**src/inc/usc_consts.svh**
```systemverilog
// Offsets, field positions, reset values and counts of the serial unit
// Overview of operation
// - Two-entry circular receive FIFO, read pops once
// - Error flags and ninth bit stored per character
// - Shift register holds third character until start
// - Four clock modes from sync, speed, direction
// - Clock pin used only in synchronous mode
// - Divisor down-counter reloads at zero or low write
// - Transmit bit clock divides ticks 16, 8, 2
// - Receiver steps 16, 8 or 2 states
// - Divisor is twelve bits from two bytes
// - Double speed acts only in asynchronous mode
// - Double speed receiver uses eight samples
// - Slave clock synchronised then edge detected
// - Change and sample on opposite clock edges
// - Start, five to nine data, parity, stops
// - Start, data LSB first, parity, stops
// - Idle line is driven high
// - One shared frame format for both directions
// - Only first stop bit checked for errors
// - Parity is XOR of data, inverted odd
// - Complete flag set when frame out, buffer empty
// - Size value seven selects nine-bit characters
// - Upper parity bit enables parity insertion
`ifndef USC_CONSTS_SVH
`define USC_CONSTS_SVH
// Register byte offsets
`define USC_OFS_DATA 12'h000
`define USC_OFS_STAT 12'h004
`define USC_OFS_CTRL 12'h008
`define USC_OFS_BLO 12'h00C
`define USC_OFS_BHI 12'h010
// Control field positions
`define USC_C_RXEN 0
`define USC_C_TXEN 1
`define USC_C_U2X 2
`define USC_C_TX8 3
`define USC_C_SYNC 4
`define USC_C_DIR 5
`define USC_C_POL 6
`define USC_C_STOP2 7
`define USC_C_PODD 8
`define USC_C_PEN 9
`define USC_C_SZ 10
// Status field positions
`define USC_S_RXC 0
`define USC_S_TXE 1
`define USC_S_TXC 2
`define USC_S_FE 3
`define USC_S_DOR 4
`define USC_S_RX8 5
`define USC_S_PE 6
// Reset values
`define USC_CTRL_RST 13'h0C00
`define USC_BAUD_RST 12'h000
// Oversampling counts less one
`define USC_OSRN_M1 4'hF
`define USC_OSR2X_M1 4'h7
`endif

```
**src/inc/usc_pkg.sv**
```systemverilog
// Types shared by the serial unit modules
package usc_pkg;
  typedef enum logic [4:0] {
    USC_TX_IDLE = 5'h01, USC_TX_START = 5'h02, USC_TX_DATA = 5'h04,
    USC_TX_PAR = 5'h08, USC_TX_STOP = 5'h10
  } usc_tx_st_t;
  typedef enum logic [4:0] {
    USC_RX_IDLE = 5'h01, USC_RX_START = 5'h02, USC_RX_DATA = 5'h04,
    USC_RX_PAR = 5'h08, USC_RX_STOP = 5'h10
  } usc_rx_st_t;
  typedef struct packed {
    logic pe;
    logic overrun_flag;
    logic fe;
    logic [8:0] data;
  } usc_rx_ent_t;
  typedef struct packed {
    logic psel;
    logic penable;
    logic pwrite;
    logic [11:0] paddr;
    logic [31:0] pwdata;
  } usc_apb_req_t;
  typedef struct packed {
    logic [11:0] cnt;
  } usc_baud_st_t;
  typedef struct packed {
    usc_rx_ent_t [1:0] ent;
    logic wr;
    logic rd;
    logic [1:0] cnt;
  } usc_fifo_st_t;
endpackage

```
**src/hw/usc_top.sv**
```systemverilog
// Serial transceiver: APB registers, clocking, transmit and receive
`timescale 1ns/1ps
`include "usc_consts.svh"
module usc_top (
  input wire logic mclk,
  input wire logic arst_n,
  input wire usc_pkg::usc_apb_req_t apb,
  output logic [31:0] prdata,
  output logic pready,
  output logic pslverr,
  input wire logic rxd_i,
  output logic txd_o,
  input wire logic xck_i,
  output logic xck_o,
  output logic xck_oe
);
  // Whole state of the unit
  typedef struct packed {
    logic [2:0] rxs; // Receive pin stages
    logic [2:0] xks; // Clock pin stages
    logic rxf; // Filtered receive level
    logic xkf; // Filtered clock level
    logic [12:0] ctrl; // Control register
    logic [11:0] baud; // Divisor
    logic [8:0] txbuf; // Transmit buffer
    logic txfull; // Buffer holds a character
    logic tx_complete_flag; // Transmit complete
    usc_pkg::usc_tx_st_t txst;
    logic [8:0] txsh; // Transmit shifter
    logic [3:0] txn; // Bits sent
    logic txpar; // Running parity
    logic [3:0] txpre; // Bit prescaler
    logic txd; // Line driver
    logic transfer_clock_pin; // Master clock level
    usc_pkg::usc_rx_st_t rxst;
    logic [3:0] rxcnt; // Sample phase
    logic [8:0] rxsh; // Receive shifter
    logic [3:0] rxn; // Bits taken
    logic rxpar; // Running parity
    logic rxpe; // Parity mismatch
    logic pend; // Third level occupied
    usc_pkg::usc_rx_ent_t held; // Third level content
    logic ovr; // Overrun for next entry
    logic [31:0] rdat; // Read data
  } usc_top_st_t;

  logic [1:0] rsync_q; // Reset release stages
  logic rst_n; // Synchronised reset
  usc_top_st_t s, n;
  logic tick;
  logic sync_m, master, slave, u2x, pol, pen, odd, stop2;
  logic [3:0] nbits, osr_m1, mid;
  logic xk_chg, rise, fall, chg_e, smp_e;
  logic tx_bit, rx_samp, rx_done;
  logic acc, setup, rd_pop, hit, blo_wr;
  logic push, pop, f_empty, f_full;
  logic [8:0] rx_align;
  usc_pkg::usc_rx_ent_t fr_ent, push_ent, head;

  // Reset asserts at once, releases after two edges
  always_ff @(posedge mclk or negedge arst_n)
  begin
    if (!arst_n)
      rsync_q <= 2'h0;
    else
      rsync_q <= {rsync_q[0], 1'b1};
  end
  assign rst_n = rsync_q[1];

  // Data bits for the size field; codes four to six fall back to eight
  function automatic logic [3:0] size_bits(input logic [2:0] sz);
    case (sz)
      3'h0: size_bits = 4'h5;
      3'h1: size_bits = 4'h6;
      3'h2: size_bits = 4'h7;
      3'h3: size_bits = 4'h8;
      3'h7: size_bits = 4'h9;
      default: size_bits = 4'h8;
    endcase
  endfunction

  // Mode decode; speed bit is ignored when synchronous
  assign sync_m = s.ctrl[`USC_C_SYNC];
  assign master = sync_m && s.ctrl[`USC_C_DIR];
  assign slave = sync_m && !s.ctrl[`USC_C_DIR];
  assign u2x = s.ctrl[`USC_C_U2X] && !sync_m;
  assign pol = s.ctrl[`USC_C_POL];
  assign pen = s.ctrl[`USC_C_PEN];
  assign odd = s.ctrl[`USC_C_PODD];
  assign stop2 = s.ctrl[`USC_C_STOP2];
  // One format for both directions
  assign nbits = size_bits(s.ctrl[`USC_C_SZ+:3]);
  assign osr_m1 = u2x ? `USC_OSR2X_M1 : `USC_OSRN_M1;
  assign mid = {1'b0, osr_m1[3:1]};

  // Clock pin driven only as synchronous master
  assign xck_oe = master;
  assign xck_o = s.transfer_clock_pin && master;
  assign txd_o = s.txd;

  // Slave edge: stages two and three agree on a new level
  assign xk_chg = (s.xks[1] == s.xks[2]) && (s.xks[2] != s.xkf);
  assign rise = master ? (tick && !s.transfer_clock_pin)
                       : (slave && xk_chg && s.xks[2]);
  assign fall = master ? (tick && s.transfer_clock_pin)
                       : (slave && xk_chg && !s.xks[2]);
  // Polarity picks change and sample edges
  assign chg_e = pol ? fall : rise;
  assign smp_e = pol ? rise : fall;

  // Bit strobes per mode
  assign tx_bit = sync_m ? chg_e : (tick && s.txpre == 4'h0);
  assign rx_samp = sync_m ? smp_e : (tick && s.rxcnt == mid);

  // Received character aligned to bit zero
  assign rx_align = s.rxsh >> (4'h9 - nbits);
  assign rx_done = (s.rxst == usc_pkg::USC_RX_STOP) && rx_samp;
  assign fr_ent.pe = s.rxpe;
  assign fr_ent.overrun_flag = s.ovr;
  assign fr_ent.fe = !s.rxf;
  assign fr_ent.data = rx_align;
  // Held character drains first whenever room appears
  assign push = (rx_done || s.pend) && !f_full;
  assign push_ent = s.pend ? s.held : fr_ent;

  // Bus phases
  assign acc = apb.psel && apb.penable;
  assign setup = apb.psel && !apb.penable;
  assign hit = (apb.paddr == `USC_OFS_DATA) ||
               (apb.paddr == `USC_OFS_STAT) ||
               (apb.paddr == `USC_OFS_CTRL) ||
               (apb.paddr == `USC_OFS_BLO) ||
               (apb.paddr == `USC_OFS_BHI);
  // Read data is latched in setup, so access always completes
  assign pready = 1'b1;
  assign pslverr = acc && !hit;
  assign prdata = s.rdat;
  // Each data read advances the FIFO exactly once
  assign rd_pop = acc && !apb.pwrite &&
                  apb.paddr == `USC_OFS_DATA;
  assign pop = rd_pop;
  assign blo_wr = acc && apb.pwrite && apb.paddr == `USC_OFS_BLO;

  usc_baud u_baud (
    .mclk(mclk),
    .rst_n(rst_n),
    .div(n.baud),
    .reload(blo_wr),
    .tick(tick)
  );

  usc_rxfifo u_fifo (
    .mclk(mclk),
    .rst_n(rst_n),
    .push(push),
    .din(push_ent),
    .pop(pop),
    .head(head),
    .empty(f_empty),
    .full(f_full)
  );

  // Next-state logic of the whole unit
  always_comb
  begin
    n = s;
    // Pin synchronisers, three stages each
    n.rxs = {s.rxs[1:0], rxd_i};
    n.xks = {s.xks[1:0], xck_i};
    if (s.rxs[1] == s.rxs[2])
      n.rxf = s.rxs[2];
    if (s.xks[1] == s.xks[2])
      n.xkf = s.xks[2];
    // Master clock toggles per tick: divide by two
    if (master && tick)
      n.transfer_clock_pin = !s.transfer_clock_pin;
    else if (!master)
      n.transfer_clock_pin = 1'b0;

    // Read data captured in the setup cycle
    if (setup)
    begin
      n.rdat = 32'h0000_0000;
      case (apb.paddr)
        `USC_OFS_DATA: n.rdat[8:0] = head.data;
        `USC_OFS_STAT:
        begin
          n.rdat[`USC_S_RXC] = !f_empty;
          n.rdat[`USC_S_TXE] = !s.txfull;
          n.rdat[`USC_S_TXC] = s.tx_complete_flag;
          n.rdat[`USC_S_FE] = head.fe;
          n.rdat[`USC_S_DOR] = head.overrun_flag;
          n.rdat[`USC_S_RX8] = head.data[8];
          n.rdat[`USC_S_PE] = head.pe;
        end
        `USC_OFS_CTRL: n.rdat[12:0] = s.ctrl;
        `USC_OFS_BLO: n.rdat[7:0] = s.baud[7:0];
        `USC_OFS_BHI: n.rdat[3:0] = s.baud[11:8];
        default: n.rdat = 32'h0000_0000;
      endcase
    end

    // Register writes
    if (acc && apb.pwrite)
    begin
      case (apb.paddr)
        `USC_OFS_DATA:
        begin
          // Ninth bit comes from the control register
          n.txbuf = {s.ctrl[`USC_C_TX8], apb.pwdata[7:0]};
          n.txfull = 1'b1;
        end
        `USC_OFS_STAT:
          if (apb.pwdata[`USC_S_TXC])
            n.tx_complete_flag = 1'b0;
        `USC_OFS_CTRL: n.ctrl = apb.pwdata[12:0];
        `USC_OFS_BLO: n.baud[7:0] = apb.pwdata[7:0];
        `USC_OFS_BHI: n.baud[11:8] = apb.pwdata[3:0];
        default: n.ctrl = s.ctrl;
      endcase
    end

    // Transmit prescaler counts ticks per bit
    if (tick)
      n.txpre = (s.txpre == 4'h0) ? osr_m1 : s.txpre - 4'h1;

    // Transmitter
    if (tx_bit)
    begin
      case (s.txst)
        usc_pkg::USC_TX_IDLE:
        begin
          n.txd = 1'b1;
          if (s.txfull && s.ctrl[`USC_C_TXEN])
          begin
            n.txsh = s.txbuf;
            n.txfull = 1'b0;
            n.txd = 1'b0;
            n.txst = usc_pkg::USC_TX_START;
          end
        end
        usc_pkg::USC_TX_START:
        begin
          // Least significant bit first
          n.txd = s.txsh[0];
          n.txpar = s.txsh[0];
          n.txsh = {1'b0, s.txsh[8:1]};
          n.txn = 4'h1;
          n.txst = usc_pkg::USC_TX_DATA;
        end
        usc_pkg::USC_TX_DATA:
          if (s.txn == nbits)
          begin
            n.txn = 4'h0;
            if (pen)
            begin
              n.txd = s.txpar ^ odd;
              n.txst = usc_pkg::USC_TX_PAR;
            end
            else
            begin
              n.txd = 1'b1;
              n.txst = usc_pkg::USC_TX_STOP;
            end
          end
          else
          begin
            n.txd = s.txsh[0];
            n.txpar = s.txpar ^ s.txsh[0];
            n.txsh = {1'b0, s.txsh[8:1]};
            n.txn = s.txn + 4'h1;
          end
        usc_pkg::USC_TX_PAR:
        begin
          n.txd = 1'b1;
          n.txst = usc_pkg::USC_TX_STOP;
        end
        usc_pkg::USC_TX_STOP:
          if (stop2 && s.txn == 4'h0)
            n.txn = 4'h1;
          else if (s.txfull && s.ctrl[`USC_C_TXEN])
          begin
            // Next start bit follows at once
            n.txsh = s.txbuf;
            n.txfull = 1'b0;
            n.txd = 1'b0;
            n.txst = usc_pkg::USC_TX_START;
          end
          else
          begin
            n.txd = 1'b1;
            n.tx_complete_flag = 1'b1;
            n.txst = usc_pkg::USC_TX_IDLE;
          end
        default:
        begin
          n.txd = 1'b1;
          n.txst = usc_pkg::USC_TX_IDLE;
        end
      endcase
    end

    // Receive sample phase wraps at the oversampling count
    if (tick && !sync_m)
      n.rxcnt = (s.rxcnt == osr_m1) ? 4'h0 : s.rxcnt + 4'h1;

    // Third level drains or is lost at the next start
    if (s.pend && !f_full)
      n.pend = 1'b0;

    // Receiver
    case (s.rxst)
      usc_pkg::USC_RX_IDLE:
        if (s.ctrl[`USC_C_RXEN] && !s.rxf &&
            (sync_m ? smp_e : tick))
        begin
          if (s.pend && f_full)
          begin
            n.pend = 1'b0;
            n.ovr = 1'b1;
          end
          n.rxcnt = 4'h0;
          n.rxn = 4'h0;
          n.rxpar = 1'b0;
          n.rxpe = 1'b0;
          // Synchronous start is already sampled
          n.rxst = sync_m ? usc_pkg::USC_RX_DATA
                          : usc_pkg::USC_RX_START;
        end
      usc_pkg::USC_RX_START:
        if (rx_samp)
          // A high level here was a glitch, not a start
          n.rxst = s.rxf ? usc_pkg::USC_RX_IDLE
                         : usc_pkg::USC_RX_DATA;
      usc_pkg::USC_RX_DATA:
        if (rx_samp)
        begin
          n.rxsh = {s.rxf, s.rxsh[8:1]};
          n.rxpar = s.rxpar ^ s.rxf;
          n.rxn = s.rxn + 4'h1;
          if (s.rxn + 4'h1 == nbits)
            n.rxst = pen ? usc_pkg::USC_RX_PAR
                         : usc_pkg::USC_RX_STOP;
        end
      usc_pkg::USC_RX_PAR:
        if (rx_samp)
        begin
          n.rxpe = s.rxf != (s.rxpar ^ odd);
          n.rxst = usc_pkg::USC_RX_STOP;
        end
      usc_pkg::USC_RX_STOP:
        if (rx_samp)
        begin
          // Only the first stop is checked; a second is idle
          // Overrun travels with this character only, held or pushed
          if (f_full)
          begin
            n.pend = 1'b1;
            n.held = fr_ent;
          end
          n.ovr = 1'b0;
          n.rxst = usc_pkg::USC_RX_IDLE;
        end
      default: n.rxst = usc_pkg::USC_RX_IDLE;
    endcase
  end

  // State register
  always_ff @(posedge mclk or negedge rst_n)
  begin
    if (!rst_n)
    begin
      s <= '0;
      s.ctrl <= `USC_CTRL_RST;
      s.baud <= `USC_BAUD_RST;
      s.txst <= usc_pkg::USC_TX_IDLE;
      s.rxst <= usc_pkg::USC_RX_IDLE;
      s.txd <= 1'b1;
      s.rxs <= 3'h7;
      s.rxf <= 1'b1;
    end
    else
      s <= n;
  end
endmodule

```
**src/hw/usc_baud.sv**
```systemverilog
// Baud rate down-counter producing generator ticks
`timescale 1ns/1ps
module usc_baud #(
  parameter int W = 12
) (
  input wire logic mclk,
  input wire logic rst_n,
  input wire logic [W-1:0] div,
  input wire logic reload,
  output logic tick
);
  usc_pkg::usc_baud_st_t s, n; // Counter state

  // One tick per zero: rate is clock over divisor plus one
  assign tick = (s.cnt == '0);

  // Reload at zero or on a low-byte write
  always_comb
  begin
    n = s;
    if (reload || tick)
      n.cnt = div;
    else
      n.cnt = s.cnt - 12'h001;
  end

  // State register
  always_ff @(posedge mclk or negedge rst_n)
  begin
    if (!rst_n)
      s <= '0;
    else
      s <= n;
  end
endmodule

```
**src/hw/usc_rxfifo.sv**
```systemverilog
// Two-entry receive FIFO holding data with its status
`timescale 1ns/1ps
module usc_rxfifo (
  input wire logic mclk,
  input wire logic rst_n,
  input wire logic push,
  input wire usc_pkg::usc_rx_ent_t din,
  input wire logic pop,
  output usc_pkg::usc_rx_ent_t head,
  output logic empty,
  output logic full
);
  usc_pkg::usc_fifo_st_t s, n; // Entries and pointers

  // Flags straight from the occupancy count
  assign empty = (s.cnt == 2'h0);
  assign full = (s.cnt == 2'h2);
  assign head = s.ent[s.rd];

  // Circular pointers; a push into a full FIFO is refused
  always_comb
  begin
    n = s;
    if (push && !full)
    begin
      n.ent[s.wr] = din;
      n.wr = ~s.wr;
    end
    if (pop && !empty)
      n.rd = ~s.rd;
    n.cnt = s.cnt + {1'b0, push && !full} - {1'b0, pop && !empty};
  end

  // State register
  always_ff @(posedge mclk or negedge rst_n)
  begin
    if (!rst_n)
      s <= '0;
    else
      s <= n;
  end
endmodule

```
**config.mk**
```make
export PLATFORM = sky130hd
export DESIGN_NAME = usc_top
export DESIGN_NICKNAME = d
export VERILOG_FILES = /design/src/inc/usc_pkg.sv /design/src/hw/usc_top.sv /design/src/hw/usc_baud.sv /design/src/hw/usc_rxfifo.sv
export VERILOG_INCLUDE_DIRS = /design/src /design/src/inc
export SDC_FILE = /design/constraint.sdc
export NUM_CORES = 1
export LEC_CHECK = 0
export BUFFER_PORTS_ARGS = -buffer_cell sky130_fd_sc_hd__buf_2
export CORE_ASPECT_RATIO = 0.5
export CORE_UTILIZATION = 64
export DETAILED_ROUTE_END_ITERATION = 6
export PLACE_DENSITY_LB_ADDON = 0.05
export SLEW_MARGIN = 20
export SYNTH_ARGS = -nofsm -noshare
export SYNTH_HDL_FRONTEND = slang
export SYNTH_SLANG_ARGS = --single-unit
```
**constraint.sdc**
```tcl
create_clock -name mclk -period 7.3 [get_ports mclk]
set_clock_uncertainty 0.1 [all_clocks]
set_input_delay 1.46 -clock mclk [delete_from_list [all_inputs] [get_ports mclk]]
set_output_delay 1.46 -clock mclk [all_outputs]
set_load 0.02 [all_outputs]
```
==> results.ini <==
[worst_setup_path]
cp_data_arrival_time_ps = 2650
cpPeakStageDelay_ps = 410
startpoint_type = primary input
crit_path_end_kind = primary output
cp.required_ps = 5740
path_buf_inv = 2
path_cells = buf_2 -> nor4_1 -> nand3_1 -> nor4b_1 -> nor3_1 -> buf_2
critPathMaxFanout = 4
crit_family = simple AND/OR/NAND/NOR gates
worst_path_max_delay_cell = nor4b_1
crit_top_cell = buf_2
worstSetupPathType = primary input to primary output

[sta]
finalMaxSlewViolations = 0
tightest_slew_ps = 1040
holdWs_ps = 240
setup_tns_ps = 0
hold_viol = 0
period_share_pct = 57.7
rsz0062_at_grt = false
fmax_mhz = 237
max_slew_margin_pct = 30.4
period_needed_ps = 4210
setup_viol = 0

[detailed_routing]
drt_first_pass_iters = 7
first_iter_violations = 535
dr_total_vias = 6527
viasPerCell = 6.14
drt_wl_total_mm = 19.4
drc = 9
ant_nets = 0
wire_per_inst_um = 18.3

[logic_synthesis]
synth_top_area_share_pct = 44.5
async_reset_ff_share_pct = 100
synth-edff-count = 0
netlist_instances = 858
synth_cell_types = 70
netlist_area_sq_um = 8590
ys_seq_elements = 162
yosys.area.top_type = dfrtp_1
avgSynthCellArea_sq_um = 10.0
seq_area_frac_synth_pct = 47.3
ys.warnings.count = 0
ys_top_cells_by_area = dfrtp_1 45%, mux2_2 9.2%, a21oi_1 3.4%, nor2_1 3.3%, o21ai_0 3.2%
synthFlopType = dfrtp_1

[power_and_ir_drop]
p_leak_nw = 4.37
cellPowerDensity_nw_per_um2 = 235
ir_worst_vdd_mv = 0.182

[global_route]
met2_usage_pct = 46.0
met1_usage_pct = 42.6
overflow = 0
track_usage_pct = 29.6
grt_max_degree = 87
grt_first_pass_wirelength_mm = 32.0
antenna_found_initial = 1
top_usage_layer = met2
grtUsageMet3_pct = 5.36
grt_pass1_vias = 6283

[floorplanning]
core_sq_um = 12900
die-area_sq_um = 13900
io_pins = 88
die_x_um = 166
start_util_pct = 66.7
fp.dieH_um = 83.9
num_rows = 29

[placement]
portBuffers = 48
place_hpwl_mm = 13.5
place_inst = 1030
routabilityCongestion = 0.883

[clock_tree]
clock_latency_ps = 430
cts.sinks = 162
clock-root-buffer = clkbuf_16
postCtsHoldBufs = 0
clk_pin_slew_ps = 60
cts_max_level = 4
cts.repair.resized = 0
clockBufferDepth = 2
cts_made_buffers = 17
cts_setup_buffers = 0
cts_tree = yes

[job]
drv_cap = 0

[cells_and_area]
drive_gt1_share_pct = 19.9
fin_nets = 942
area_delta_synth_final_pct = 9.78
layoutNonFillerInstCount = 1063
diodes = 0

[worst_hold_path]
hp-class = flop to asynchronous set/reset pin

[status]
status = finished with violations
violations = design-rule violations

==> power breakdown <==
group | internal, W | total, W | switching, W
sequential | 0.000953 | 0.00102 | 0.0000670
clock | 0.000621 | 0.000989 | 0.000368
combinational | 0.0000927 | 0.000208 | 0.000115
==> cell type report <==
cell class | instances | area [sq um]
clock buffers | 21 | 450
clock inverters | 11 | 201
fillers | 926 | 3450
multi-input cells | 617 | 4100
inverters | 28 | 105
well taps | 170 | 213
flip-flops and latches | 162 | 4070
repair buffers | 54 | 298
==> per-layer routing <==
metal | vias up | part of all wire, %
met5 | - | 0
met4 | 0 | 1.4
met3 | 23 | 5.9
met2 | 191 | 45
met1 | 3243 | 48
li1 | 3070 | -
==> per-stage QoR <==
step,utilization (%),instance area (sq um),setup slack [ps],total power [W]
after floorplan,-,8670,2370,0.00119
after detailed placement,68.0,8760,3100,0.00124
final,73.2,9440,3090,0.00222
after global placement,68.0,8760,3120,0.00123
after global routing,73.2,9440,2930,0.00230
after CTS,73.1,9420,3090,0.00223
==> cells by family (layout without fill, tap and decap cells) <==
kind of cell	after synthesis	count (layout)	synth area share (%)
XOR/XNOR	29	29	2.96
AND/OR/NAND/NOR	268	268	15.6
adder cells (fa/ha/maj)	14	14	1.95
other	2	21	0.0874
multiplexers	92	92	12.1
flip-flops	162	162	47.3
AO/OA/AOI/OAI	193	193	14.2
buffers and inverters	98	114	5.84
==> worst register-to-register path, stage by stage, from the launching register on <==
cell	delay (ps)
dfrtp_1	400
inv_1	90
ha_1	140
nor4b_2	290
nand4b_4	370
o311ai_4	420
a31oi_2	280
nor2_1	890
o21ai_0	340
mux2_2	340
==> flip-flops by register name (all words and copies together), names as in the netlist <==
name and cells:
fr_ent 2, n 4, odd 1, pen 1
pol 1, prdata 13, rsync_q 2, s 97
txd_o 1, u_baud.s 12, u_fifo.s 28
==> Yosys cell counts, types with 3 or more instances <==
library cell,count
a211oi_1,3
a21boi_0,3
a21oi_1,59
a22o_1,14
a22oi_1,6
a311oi_1,3
a31oi_1,6
and2_1,3
and3_1,9
and3b_1,4
buf_1,4
buf_2,5
buf_4,34
clkbuf_1,27
dfrtp_1,153
dfstp_2,9
ha_1,11
inv_1,27
maj3_1,3
mux2_2,70
mux2i_1,18
nand2_1,73
nand2b_1,8
nand3_1,34
nand3b_1,8
nand4_1,5
nor2_1,75
nor2b_1,3
nor3_1,16
nor3b_1,6
nor4_1,4
nor4b_1,3
o211ai_1,3
o21ai_0,55
o22ai_1,12
o31ai_1,8
or2_2,3
or3_1,3
xnor2_1,19
xor2_1,10
==> final timing paths <==
kind / start / to / slack (ps) / depth (start not counted)
worst max-delay path: apb[39] / pslverr / 3090 / 6
worst min-delay path: rsync_q[1] / s[50] / 240 / 0
worst max register to register: u_baud.s[0] / s[48] / 3550 / 9
worst min register to register: rsync_q[1] / s[50] / 240 / 0
max in group asynchronous: rsync_q[1] / u_fifo.s[19] / 5210 / 2
min in group mclk: n[137] / n[138] / 260 / 0
==> cell usage in the layout, fill, tap and decap left out, types with 18 or more instances in the layout <==
| cell | instances |
|---|---|
| a21oi_1 | 59 |
| buf_2 | 48 |
| conb_1 | 21 |
| dfrtp_1 | 152 |
| inv_1 | 27 |
| mux2_2 | 70 |
| mux2i_1 | 18 |
| nand2_1 | 73 |
| nand3_1 | 34 |
| nor2_1 | 75 |
| o21ai_0 | 55 |
| xnor2_1 | 19 |
(Power assumes the default switching activity.)
